## src/aidt_defines.svh

```systemverilog
/*
  Offsets, field positions and reset values of the acquisition control
  register. Assumes it is included by its bare name wherever it is needed.
*/
`ifndef AIDT_DEFINES_SVH
`define AIDT_DEFINES_SVH

// ---------------------------------------------------------------
// register map
// ---------------------------------------------------------------
`define AIDT_CTRL_OFS 4'h9
`define AIDT_CTRL_RST 8'h00

// ---------------------------------------------------------------
// field positions
// ---------------------------------------------------------------
`define AIDT_LINE_HI 7
`define AIDT_LINE_LO 4
`define AIDT_ADC_IRQ_EN_BIT 7
`define AIDT_FIFO_IRQ_EN_BIT 3
`define AIDT_DMA_EN_BIT 2
`define AIDT_TRIG_HI 1
`define AIDT_TRIG_LO 0

// ---------------------------------------------------------------
// line codes that select the shared low/high interrupt line
// ---------------------------------------------------------------
`define AIDT_CODE_IRQ92_A 4'h2
`define AIDT_CODE_IRQ92_B 4'h9
`define AIDT_LINE_AT 4'h9
`define AIDT_LINE_XT 4'h2

`endif

```

## src/aidt_pkg.sv

```systemverilog
/*
  Types shared by the acquisition control block.
  Assumes nothing beyond a SystemVerilog compiler.
*/
package aidt_pkg;

  // stored image of the control byte; bits 7:4 hold either the
  // enhanced line code or the legacy enable plus 3-bit line code
  typedef struct packed {
    logic [3:0] line_nib;
    logic fifo_irq_enable;
    logic dma_request_enable;
    logic [1:0] sample_trigger_source;
  } aidt_ctrl_s;

  typedef enum logic [1:0] {
    AIDT_TRIG_SOFT0 = 2'b00,
    AIDT_TRIG_SOFT1 = 2'b01,
    AIDT_TRIG_DIGIN = 2'b10,
    AIDT_TRIG_PACER = 2'b11
  } aidt_trig_e;

  // decoded interrupt line choice
  typedef struct packed {
    logic valid;
    logic [3:0] line;
  } aidt_line_s;

endpackage
```

## src/aidt_ctrl.sv

```systemverilog
/*
  Interrupt line select, DMA enable and trigger select register of an
  analog acquisition board, at I/O offset 0x9 of the host byte bus.
  Assumes host strobes and all event inputs are synchronous to CLK_I,
  and that the board drives the shared interrupt and DMA request wires
  through external tri-state buffers fed by the *_OE_O outputs.
*/
// Operation
// - enhanced-set bit picks nibble or adc enable layout
// - enhanced codes map to IRQ9/2,3-7,10-12,14,15
// - invalid enhanced codes drive no line; reset 0000
// - legacy 000/001 off, 010 gives IRQ9/2, 011..111 give IRQ3..IRQ7
// - legacy bit 7 gates ADC interrupts
// - FIFO interrupt enable needs superset jumper
// - DMA requests tri-stated while DMA disabled
// - trigger source: software, digital input edges, pacer rise
// - DMA enabled routes results through FIFO
// - terminal count in DMA mode raises interrupt
// - compat jumper: terminal count disables conversions
// - writing zero to disable register resumes triggers
// - don't-care bits have no effect
`include "aidt_defines.svh"

module aidt_ctrl #(
  parameter bit AT_BUS = 1'b1
) (
  input wire logic CLK_I,
  input wire logic RST_I,
  input wire logic [3:0] IO_ADDR_I,
  input wire logic IO_WR_I,
  input wire logic IO_RD_I,
  input wire logic [7:0] IO_DATA_I,
  output logic [7:0] IO_DATA_O,
  output logic IO_DATA_OE_O,
  input wire logic ENHANCED_SET_SELECT_I,
  input wire logic COMPAT_MODE_JUMPER_I,
  input wire logic FIFO_SUPERSET_JUMPER_I,
  input wire logic ADC_DONE_I,
  input wire logic FIFO_IRQ_EVENT_I,
  input wire logic IRQ_CLEAR_I,
  input wire logic DMA_REQ_I,
  input wire logic TC_I,
  input wire logic CONV_DISABLE_CLR_I,
  input wire logic SOFT_STROBE_I,
  input wire logic DIGITAL_INPUT_ZERO_I,
  input wire logic PACER_COUNTER_OUTPUT_I,
  output logic [15:0] IRQ_O,
  output logic [15:0] IRQ_OE_O,
  output logic DRQ_O,
  output logic DRQ_OE_O,
  output logic ADC_TRIGGER_O,
  output logic CONV_DISABLE_O,
  output logic FIFO_ROUTE_O
);

  if (AT_BUS !== 1'b0 && AT_BUS !== 1'b1) begin : g_bad_bus
    $error("aidt_ctrl: AT_BUS must be 0 or 1");
  end

  // ---------------------------------------------------------------
  // register access
  // ---------------------------------------------------------------
  aidt_pkg::aidt_ctrl_s ctrl;
  logic pending;
  logic conv_dis;

  wire hit = (IO_ADDR_I == `AIDT_CTRL_OFS);
  wire wr_hit = IO_WR_I & hit;
  wire rd_hit = IO_RD_I & hit;

  always_ff @(posedge CLK_I) begin
    if (RST_I) begin
      ctrl <= `AIDT_CTRL_RST;
    end else if (wr_hit) begin
      // the byte is stored whole; how bits 7:4 decode depends on layout
      ctrl <= IO_DATA_I;
    end
  end

  always_ff @(posedge CLK_I) begin
    if (RST_I) begin
      IO_DATA_O <= 8'h00;
      IO_DATA_OE_O <= 1'b0;
    end else begin
      IO_DATA_O <= rd_hit ? ctrl : 8'h00;
      IO_DATA_OE_O <= rd_hit;
    end
  end

  // ---------------------------------------------------------------
  // interrupt line decode
  // ---------------------------------------------------------------
  wire enh = ENHANCED_SET_SELECT_I;
  wire adc_irq_enable = ctrl.line_nib[3];
  wire [2:0] legacy_irq_line_code = ctrl.line_nib[2:0];
  wire [3:0] enhanced_irq_line_code = ctrl.line_nib;
  // legacy codes 010..111 coincide with enhanced 0010..0111
  wire [3:0] code = enh ? enhanced_irq_line_code
                        : {1'b0, legacy_irq_line_code};
  wire [3:0] low_high = AT_BUS ? `AIDT_LINE_AT : `AIDT_LINE_XT;

  function automatic aidt_pkg::aidt_line_s decode(input logic [3:0] c,
                                                   input logic [3:0] lh);
    aidt_pkg::aidt_line_s r;
    r.valid = 1'b1;
    r.line = c;
    case (c)
      4'h0, 4'h1, 4'h8, 4'hD: r.valid = 1'b0;
      `AIDT_CODE_IRQ92_A, `AIDT_CODE_IRQ92_B: r.line = lh;
      default: r.line = c;
    endcase
    return r;
  endfunction

  aidt_pkg::aidt_line_s sel;
  assign sel = decode(code, low_high);
  wire [15:0] line_onehot = sel.valid ? (16'h0001 << sel.line)
                                      : 16'h0000;

  // ---------------------------------------------------------------
  // interrupt sources
  // ---------------------------------------------------------------
  wire dma_en = ctrl.dma_request_enable;
  // the enhanced layout has no ADC enable bit; ADC interrupts are always enabled there
  wire adc_ok = enh | adc_irq_enable;
  // without the superset jumper the enable bit is ignored
  wire fifo_ok = ctrl.fifo_irq_enable & FIFO_SUPERSET_JUMPER_I;
  wire adc_set = ADC_DONE_I & adc_ok;
  wire fifo_set = FIFO_IRQ_EVENT_I & fifo_ok;
  wire tc_set = TC_I & dma_en & sel.valid;
  wire any_set = adc_set | fifo_set | tc_set;

  // set wins over a clear in the same cycle so no event is lost
  always_ff @(posedge CLK_I) begin
    if (RST_I) begin
      pending <= 1'b0;
    end else if (any_set) begin
      pending <= 1'b1;
    end else if (IRQ_CLEAR_I) begin
      pending <= 1'b0;
    end
  end

  always_ff @(posedge CLK_I) begin
    if (RST_I) begin
      IRQ_O <= 16'h0000;
      IRQ_OE_O <= 16'h0000;
    end else begin
      IRQ_O <= pending ? line_onehot : 16'h0000;
      IRQ_OE_O <= line_onehot;
    end
  end

  // ---------------------------------------------------------------
  // DMA and conversion disable
  // ---------------------------------------------------------------
  wire tc_stop = TC_I & dma_en & COMPAT_MODE_JUMPER_I;

  // a stop arriving with the resume write still stops conversions
  always_ff @(posedge CLK_I) begin
    if (RST_I) begin
      conv_dis <= 1'b0;
    end else if (tc_stop) begin
      conv_dis <= 1'b1;
    end else if (CONV_DISABLE_CLR_I) begin
      conv_dis <= 1'b0;
    end
  end
  assign CONV_DISABLE_O = conv_dis;

  // the host is trusted to program its controller before enabling
  always_ff @(posedge CLK_I) begin
    if (RST_I) begin
      DRQ_O <= 1'b0;
      DRQ_OE_O <= 1'b0;
      FIFO_ROUTE_O <= 1'b0;
    end else begin
      DRQ_O <= dma_en & DMA_REQ_I;
      DRQ_OE_O <= dma_en;
      FIFO_ROUTE_O <= dma_en;
    end
  end

  // ---------------------------------------------------------------
  // trigger selection
  // ---------------------------------------------------------------
  logic dig_in_edge;
  logic pacer_rise;

  aidt_edge_det #(.RISE(1'b1), .FALL(1'b1)) u_dig_in (
    .clk_i(CLK_I),
    .rst_i(RST_I),
    .sig_i(DIGITAL_INPUT_ZERO_I),
    .edge_o(dig_in_edge)
  );

  aidt_edge_det #(.RISE(1'b1), .FALL(1'b0)) u_pacer (
    .clk_i(CLK_I),
    .rst_i(RST_I),
    .sig_i(PACER_COUNTER_OUTPUT_I),
    .edge_o(pacer_rise)
  );

  aidt_pkg::aidt_trig_e trig_sel;
  assign trig_sel = aidt_pkg::aidt_trig_e'(ctrl.sample_trigger_source);
  logic trig_raw;

  always_comb begin
    case (trig_sel)
      aidt_pkg::AIDT_TRIG_DIGIN: trig_raw = dig_in_edge;
      aidt_pkg::AIDT_TRIG_PACER: trig_raw = pacer_rise;
      default: trig_raw = SOFT_STROBE_I;
    endcase
  end

  always_ff @(posedge CLK_I) begin
    if (RST_I) begin
      ADC_TRIGGER_O <= 1'b0;
    end else begin
      ADC_TRIGGER_O <= trig_raw & ~conv_dis;
    end
  end
endmodule

```

## src/aidt_edge_det.sv

```systemverilog
/*
  Single-bit edge detector with selectable polarity.
  Assumes the input is synchronous to CLK_I.
*/
module aidt_edge_det #(
  parameter bit RISE = 1'b1,
  parameter bit FALL = 1'b0
) (
  input wire logic clk_i,
  input wire logic rst_i,
  input wire logic sig_i,
  output logic edge_o
);

  logic prev;

  if (!RISE && !FALL) begin : g_bad_cfg
    $error("aidt_edge_det: at least one edge must be selected");
  end

  always_ff @(posedge clk_i) begin
    if (rst_i) begin
      prev <= 1'b0;
    end else begin
      prev <= sig_i;
    end
  end

  assign edge_o = (RISE & sig_i & ~prev) | (FALL & ~sig_i & prev);

endmodule

```

## config.mk

```make
export PLATFORM = sky130hd
export DESIGN_NAME = aidt_ctrl
export DESIGN_NICKNAME = d
export VERILOG_FILES = /design/src/aidt_pkg.sv /design/src/aidt_ctrl.sv /design/src/aidt_edge_det.sv
export VERILOG_INCLUDE_DIRS = /design/src /design/src/src
export SDC_FILE = /design/constraint.sdc
export NUM_CORES = 1
export LEC_CHECK = 0
export BUFFER_PORTS_ARGS = -buffer_cell sky130_fd_sc_hd__buf_4
export CAP_MARGIN = 20
export CORE_MARGIN = 8
export CORE_UTILIZATION = 30
export DETAILED_ROUTE_END_ITERATION = 6
export HOLD_SLACK_MARGIN = 0.02
export PLACE_DENSITY = 0.54
export SYNTH_ARGS = -nofsm -noshare
export SYNTH_HDL_FRONTEND = slang
export SYNTH_HIERARCHICAL = 1
export SYNTH_SLANG_ARGS = --single-unit
```

## constraint.sdc

```tcl
create_clock -name CLK_I -period 1.15 [get_ports CLK_I]
set_input_delay 0.0575 -clock CLK_I [delete_from_list [all_inputs] [get_ports CLK_I]]
set_output_delay 0.0575 -clock CLK_I [all_outputs]
set_load 0.05 [all_outputs]
```

# ---- Word level (Yosys, flattened, before mapping)
# Index checks and enable logic that the tools add are counted.
dict set report classes {
  n_eq_ne 8
  shifts 1
  n_mux 9
  bitwise 23
  reduce_logical 7
}
# cell n
set op_table {}
lappend op_table {{$eq 4x4->1 const B} 4}
lappend op_table {{$mux 16} 1}
lappend op_table {{$shl 1x4->16 const A} 1}
lappend op_table {{$and 1x1->1} 13}
lappend op_table {{$mux 4} 2}
lappend op_table {{$not 1->1} 6}
lappend op_table {{$reduce_or 2->1} 3}
lappend op_table {{$mux 1} 5}
lappend op_table {{$eq 2x2->1 const B} 2}
lappend op_table {{$eq 4x1->1 const B} 1}
lappend op_table {{$eq 4x2->1 const B} 1}
lappend op_table {{$logic_not 4->1} 1}
lappend op_table {{$or 1x1->1} 4}
lappend op_table {{$reduce_bool 2->1} 2}
lappend op_table {{$reduce_or 4->1} 1}
lappend op_table {{$pmux 1 s2} 1}
dict set report word_totals {
  register_bits 56
  inputBits 28
  out_inout_bits 46
  word_cells 63
}

# ---- Depth between registers and ports, before layout
# Gate-level depths: netlist of run 1.
dict set report logic_depth {
  ltp_word 7
  mapped_depth 4
}

# ---- Modules after synthesis
# Netlist of run 1, hierarchy kept.
# mod instances cells_per_inst area_each_um2
set modules_own_cells {}
lappend modules_own_cells {aidt_ctrl 1 151 1644.1}
lappend modules_own_cells {{aidt_edge_det (u_pacer)} 1 3 47.5}
lappend modules_own_cells {{aidt_edge_det (u_dig_in)} 1 3 35.0}

# ---- Least setup slack after synthesis of run 1
# Ideal clock, no wire load.
dict set report synth_path {
  path_type {register to register}
  from {register ctrl, in the netlist enhanced_irq_line_code[3]}
  to {register IRQ_O[9]}
  arrival_ns 0.973
  path_slack_ns 0.090
  stages_incl_launch_ff 4
  period_less_slack_ns 1.060
  cell_sequence {dfxtp_1 -> nand2_2 -> mux2_4 -> nor4b_2}
}
dict set report synth_via {
  elab_chain_cells 6
  elab_cells_between_ends 12
  classes_between {eq/ne (5); shift (1); mux (3); reduce/logical (3)}
}
# element line_no
set synth_rtl {}
lappend synth_rtl {{from (decl)} aidt_ctrl.sv:63} ;# aidt_pkg::aidt_ctrl_s ctrl;
lappend synth_rtl {{from (signal assigned)} aidt_ctrl.sv:73} ;# ctrl <= `AIDT_CTRL_RST;
lappend synth_rtl {{$mux 4 (*)} aidt_ctrl.sv:98} ;# wire [3:0] code = enh ? enhanced_irq_line_code
lappend synth_rtl {{$eq 4x2->1 or $eq 4x4->1 (tied branches)} aidt_ctrl.sv:107} ;# case (c)
lappend synth_rtl {{$reduce_or 2->1} aidt_ctrl.sv:107}
lappend synth_rtl {{$mux 4} aidt_ctrl.sv:107}
lappend synth_rtl {{$shl 1x4->16} aidt_ctrl.sv:117} ;# wire [15:0] line_onehot = sel.valid ? (16'h0001 << sel.line)
lappend synth_rtl {{$mux 16 (*)} aidt_ctrl.sv:117}
lappend synth_rtl {{to (signal assigned)} aidt_ctrl.sv:149} ;# IRQ_O <= pending ? line_onehot : 16'h0000;
lappend synth_rtl {{to (decl)} aidt_ctrl.sv:47} ;# output logic [15:0] IRQ_O,
# Mark *: on every way between the ends. The rest lies on a longest branch, timed or not.
# A chain may end at the register's enable or synchronous reset.

# ---- Final worst setup path of run 1
dict set report layout_path {
  from {input DIGITAL_INPUT_ZERO_I}
  to {register ADC_TRIGGER_O}
}
dict set report layout_via {
  elab_chain_cells 5
  elab_cells_between_ends 6
  classes_between {mux (1); bitwise (5)}
}
# element line_no
set layout_rtl {}
lappend layout_rtl {{from (decl)} aidt_ctrl.sv:45} ;# input wire logic DIGITAL_INPUT_ZERO_I,
lappend layout_rtl {{$not 1->1} aidt_edge_det.sv:29} ;# assign edge_o = (RISE & sig_i & ~prev) | (FALL & ~sig_i & prev);
lappend layout_rtl {{$and 1x1->1} aidt_edge_det.sv:29}
lappend layout_rtl {{$or 1x1->1 (*)} aidt_edge_det.sv:29}
lappend layout_rtl {{named net dig_in_edge} aidt_ctrl.sv:187} ;# logic dig_in_edge;
lappend layout_rtl {{$pmux 1 s2 (*)} aidt_ctrl.sv:209} ;# case (trig_sel)
lappend layout_rtl {{$and 1x1->1 (*)} aidt_ctrl.sv:220} ;# ADC_TRIGGER_O <= trig_raw & ~conv_dis;
lappend layout_rtl {{to (signal assigned)} aidt_ctrl.sv:220}
lappend layout_rtl {{to (decl)} aidt_ctrl.sv:51} ;# output logic ADC_TRIGGER_O,
# The timed path passes the listed nets; every way through them passes the cells marked *.

==> flow_metrics.tcl, run 1 <==
set metrics [dict create \
    clk_pin_slew_ns 0.10 \
    post-synth-top-area-cell "dfxtp_1" \
    routed_via_density 4.225 \
    cp.arrival_ns 1.33 \
    dr_wl_met2_um 2078 \
    dieWidth_um 91.87 \
    start_util_pct 31.17 \
    ys_seq_elements 56 \
    hold_viol 0 \
    cts_sinks 56 \
    placed_cells 319 \
    grt_max_degree 19 \
    cts_setup_buffers 0 \
    seq_area_frac_synth_pct 64.93 \
    num_vias 1445 \
    yosysTopAreaCellShare_pct 64.93 \
    ant_nets 0 \
    synth_ff_type "dfxtp_1" \
    p_leak_nw 1.214 \
    status "completed" \
    worst-setup-path-type "input pin to register" \
    ff2ff_path_depth 3 \
    syn_area_um2 1727 \
    route.met3.wl_um 379 \
    netlist_instances 157 \
    cp_max_fo 2 \
    dieArea_um2 8439 \
    yosysMostFrequentCell "dfxtp_1" \
    routed_wl_um 4264 \
    ys_types 31 \
    area_growth_pct 61.30 \
    final_nets 297 \
    die_height_um 91.87 \
    io_pins 74 \
    fin_crit_ns 1.124 \
    dr.pass1.iters 4 \
    crit_path_start_kind "input pin" \
    synth_async_sr_flop_share_pct 0 \
    wl_per_cell_um 12.47 \
    cts_buffer_depth 2 \
    drc_errors 0 \
    grt_use_total_pct 10.29 \
    hp-class "input pin to register" \
    synth.area.top_cells "dfxtp_1, nand3_1, and2_1" \
    period_share_pct 97.75 \
    cts_tree "yes" \
    slew_viol_final 0 \
    pre_cts_ws_ns 0.001913 \
    grt_pass1_wl_um 6948 \
    synth_warnings 6 \
    synth-edff-count 0 \
    place_congestion 0.7638 \
    floorplan.core_area_um2 5540 \
    power_density_nw_per_um2 1285 \
    ir_worst_vdd_mv 0.4863 \
    layout.cells.non_filler 342 \
    holdPathStages 3 \
    p_total_mw 3.580 \
    drive_gt1_share_pct 42.22 \
    top_layer "met4" \
    n_antenna_cell 0 \
    clock_latency_ns 0.30 \
    first_global_vias 1500 \
    endpoint_kind "register" \
    htreeDepth 2 \
    wl_met1_um 1767 \
    skew_ns 0.005659 \
    worst_slack_ns 0.02587 \
    num_rows 27 \
    overflow 0 \
    reg2reg_slack_ns 0.06 \
    synth_commonest_cells "dfxtp_1, nand3_1, nor2_1" \
    maxCapViolations 0 \
    drtIter0Drc 20 \
    setup_viol 0 \
    postLayoutCoreUtil_pct 50.27 \
    clock-root-buffer "clkbuf_8" \
    dp_hpwl_um 3297 \
    port_buffers 73 \
    worstPathRequired_ns 1.36 \
    postSynthAreaPerCell_um2 11.00 \
    grt_antenna_before_repair 0 \
    max_freq_mhz 889.6 \
    cts_made_buffers 5 \
]
-- where the power goes --
part | switching [mW] | internal (mW)
logic | 0.164 | 0.161
clock network | 0.615 | 0.656
registers | 0.0143 | 1.97
total | 0.793 | 2.79
-- state kept, by name, summed over array words and instances, names as in the netlist, 2 cells and up --
signal,flops
IO_DATA_O,8
IRQ_O,16
IRQ_OE_O,16
enhanced_irq_line_code,4
trig_sel,2
-- critical path, stage by stage --
cell and delay, ns:
dlygate4sd3_1 0.53, buf_4 0.14, xor2_1 0.16, mux2i_1 0.10
a2111oi_2 0.35
-- cells in the final DEF (no fill, tap or decap) --
cell type and count:
clkbuf_8 5, inv_6 1, mux2i_1 1, inv_1 1, dfxtp_2 3, nor4bb_1 1
mux2_4 1, a31o_2 2, or3_4 1, nor4b_1 1, nand2_1 4, dfxtp_1 53
and2_1 9, nand2_2 1, nor3b_4 1, xor2_1 1, nor2b_1 2, nor4b_4 1
nor3_2 1, and2b_1 1, nor2_1 13, o21ai_0 9, nor4b_2 2, nand4_1 1
clkinvlp_4 1, a21oi_1 10, a2111oi_2 1, nand3_1 13, o31ai_1 1, nand4bb_1 1
nand2b_1 4, conb_1 10, nor3_1 5, nor2b_4 2, bufinv_16 1, buf_4 90
dlygate4sd3_1 15
-- worst paths after layout --
check,start,endpoint
setup / recovery,DIGITAL_INPUT_ZERO_I,ADC_TRIGGER_O
hold / removal,IO_DATA_I[7],enhanced_irq_line_code[3]
setup reg to reg,enhanced_irq_line_code[0],IRQ_O[9]
hold reg to reg,enhanced_irq_line_code[1],IRQ_OE_O[4]
-- cell type report --
type	count	area (um^2)
clock buffers	5	68.82
clock inverters	3	46.29
fillers	535	2755
inverters	1	3.754
multi-input cells	100	625.6
flip-flops and latches	56	1125
well taps	72	90.09
repair buffers	105	825.8
-- timing repair --
item,in CTS,in global routing
gates resized for setup,1,9
pin swaps,0,0
endpoints found under the setup margin,1,6
hold buffers,15,0
hold endpoints to repair,15,0
-- metal layers --
layer  GRT usage, %  up-vias
met5              0        -
met4          3.624        0
met1          11.00      646
met2          17.04       50
li1               -      744
met3          5.297        5
-- kinds of logic (layout without fill, tap and decap cells) --
logic type             Yosys count  in the layout  share of synthesized area, %
AO/OA/AOI/OAI                   23             23                         7.464
XOR/XNOR                         1              1                        0.5073
buffers and inverters           10            114                         2.970
flip-flops                      56             56                         64.93
multiplexers                     2              2                         1.449
other                            1             10                        0.2172
AND/OR/NAND/NOR                 64             64                         22.46
-- through the flow --
stage / hold WS, ns / area (um^2) / TNS [ns]
floorplan: 0.1218 / 1760 / 0
global placement: 0.2710 / 2479 / 0
detailed placement: 0.2725 / 2479 / 0
CTS: 0.02016 / 2745 / 0
global route: 0.02392 / 2785 / -0.01381
finish: 0.02296 / 2785 / 0
(Power assumes the default switching activity.)
==> run 2: changes to the inputs <==
==> constraint.sdc (replaced) <==
create_clock -name CLK_I -period 1.15 [get_ports CLK_I]
set_input_delay 0.1725 -clock CLK_I [delete_from_list [all_inputs] [get_ports CLK_I]]
set_output_delay 0.1725 -clock CLK_I [all_outputs]
set_load 0.05 [all_outputs]
==> run 2 against run 1 <==
- sequential power barely moved
- routed wire length fell by 2.4%
- fmax rose by 1.5%
- setup slack improved by 0.016 ns
- count of clock-buffer cells in the layout did not move
- first-iteration DRC count rose by 95%
- worst hold slack improved by 0.046 ns
- flip-flop and latch count did not move
- utilization fell by 3.0 points
- non-clock buffer count fell by 17
- clock skew fell by 0.0015 ns
- total power rose by 3.3%
- critical path type is now register to register
- highest routed layer unchanged
==> flow_metrics.tcl, run 2 (synthesized netlist as in run 1, its figures left out) <==
set metrics [dict create \
    status "completed" \
    power_density_nw_per_um2 1411 \
    power_frac_comb_pct 7.4 \
    critPathSlowestCell "dfxtp_2" \
    routed_via_density 4.238 \
    final_common_cell "buf_4" \
    switchingPower_uw 749.5 \
    overflow 0 \
    dieArea_um2 8439 \
    largestRegisters "IRQ_OE_O: 16 flops, IRQ_O: 16 flops, IO_DATA_O: 8 flops" \
    num_rows 27 \
    clock-root-buffer "clkbuf_8" \
    slew_viol_final 0 \
    ir_worst_vdd_mv 0.6168 \
    floorplan.core_area_um2 5540 \
    maxCapViolations 0 \
    drc_errors 0 \
    place_congestion 0.7704 \
    holdWs_ns 0.06940 \
    p_leak_nw 1.146 \
    area_growth_pct 51.81 \
    hp-class "input pin to register" \
    p_seq_share_pct 53.6 \
    num_vias 1373 \
    cts_tree "yes" \
    die_height_um 91.87 \
    first_global_vias 1430 \
    ant_nets 0 \
    fin_crit_ns 1.108 \
    endpoint_kind "register" \
    p_sw_share_pct 20.27 \
    wl_per_cell_um 12.84 \
    worst-setup-path-type "register to register" \
    drive_gt1_share_pct 44.05 \
    setup_viol 0 \
    max_freq_mhz 902.7 \
    cp_top_family "simple AND/OR/NAND/NOR gates" \
    crit_path_start_kind "register" \
    grt_setup_unrepaired "no" \
    htreeDepth 2 \
    path_buf_inv 0 \
    skew_ns 0.004190 \
    period_share_pct 96.33 \
    dp_hpwl_um 3255 \
    hold_viol 0 \
    p_int_mw 2.949 \
    cts_buffer_depth 2 \
    clk_pin_slew_ns 0.09 \
    worstPathRequired_ns 1.36 \
    grt_max_degree 17 \
    clock_latency_ns 0.30 \
    grt_use_total_pct 9.867 \
    cts_sinks 56 \
    grt_pass1_wl_um 6658 \
    n_antenna_cell 0 \
    power_frac_clock_pct 38.9 \
    final_nets 280 \
    p_total_mw 3.699 \
    mostFrequentLayoutCells "buf_4, dfxtp_1, nor2_1, nand3_1" \
    dieWidth_um 91.87 \
    io_pins 74 \
    grt_antenna_before_repair 0 \
    cts_made_buffers 5 \
    cp_slowest_stage_delay_ns 0.35 \
    cp_max_fo 5 \
    dr.pass1.iters 4 \
    drtIter0Drc 39 \
    crit_chain "nand2b_1, mux2_4, nor4b_2" \
    routed_wl_um 4160 \
    start_util_pct 31.17 \
    cp.arrival_ns 1.32 \
    port_buffers 73 \
]
==> run 2: changes by cell type in the layout (fill, tap and decap cells not counted), sizes merged <==
cell,before,now
inv,2,1
dlygate4sd3,15,0
clkinvlp,1,0
buf,90,88
bufinv,1,2
==> run 2: path summary, 6_finish.rpt <==
check | start | to | slack (ns) | depth (start not counted)
setup reg to reg | enhanced_irq_line_code[1] | IRQ_O[9] | 0.04 | 3
setup / recovery | enhanced_irq_line_code[1] | IRQ_O[9] | 0.04 | 3
hold reg to reg | enhanced_irq_line_code[0] | IRQ_O[4] | 0.45 | 1
hold / removal | DMA_REQ_I | DRQ_O | 0.07 | 2
==> run 2: routing by layer <==
layer	up-vias	global-route usage (%)	wire length, um
li1	707	-	-
met1	610	11.02	1839
met2	51	15.91	1896
met3	5	5.053	367
met4	0	3.221	56
met5	-	0	0
==> run 2: metrics by stage <==
| step | area, um^2 | setup TNS [ns] | utilization, % | std cells | setup slack, ns |
|---|---|---|---|---|---|
| 2_1_floorplan | 1760 | 0 | - | 166 | 0.08318 |
| 3_3_place_gp | 2464 | 0 | 44.47 | 317 | 0.02137 |
| 3_5_place_dp | 2464 | -0.02215 | 44.47 | 317 | -0.009777 |
| 4_1_cts | 2599 | 0 | 46.91 | 324 | 0.02194 |
| 5_1_grt | 2621 | 0 | 47.31 | 324 | 0.007331 |
| 6_report | 2621 | 0 | 47.31 | 324 | 0.04220 |
==> run 2: worst register-to-register path: stages (launching register included) <==
cell      delay [ns]
dfxtp_2         0.35
nand2b_1        0.16
mux2_4          0.29
nor4b_2         0.23
==> run 2: power by group through the flow <==
stage | clock (mW) | combinational [mW] | sequential [mW]
2_1_floorplan | 0 | 0.0631 | 2.11
3_5_place_dp | 0 | 0.274 | 2.03
6_report | 1.44 | 0.275 | 1.98
4_1_cts | 1.48 | 0.275 | 1.98
5_1_grt | 1.56 | 0.294 | 1.99
3_3_place_gp | 0 | 0.272 | 2.03
==> run 2: cell type report <==
| class | instances | area [um^2] |
|---|---|---|
| Clock buffer | 5 | 68.82 |
| Clock inverter | 2 | 60.06 |
| Fill cell | 548 | 2919 |
| Inverter | 1 | 3.754 |
| Multi-Input combinational cell | 100 | 611.8 |
| Sequential cell | 56 | 1126 |
| Tap cell | 72 | 90.09 |
| Timing Repair Buffer | 88 | 660.6 |
==> run 2: what timing repair did <==
action                                  CTS  global route
resized for setup                         1             7
endpoints found under the setup margin    1            13
buffers inserted                          0             0
hold buffers                              0             0
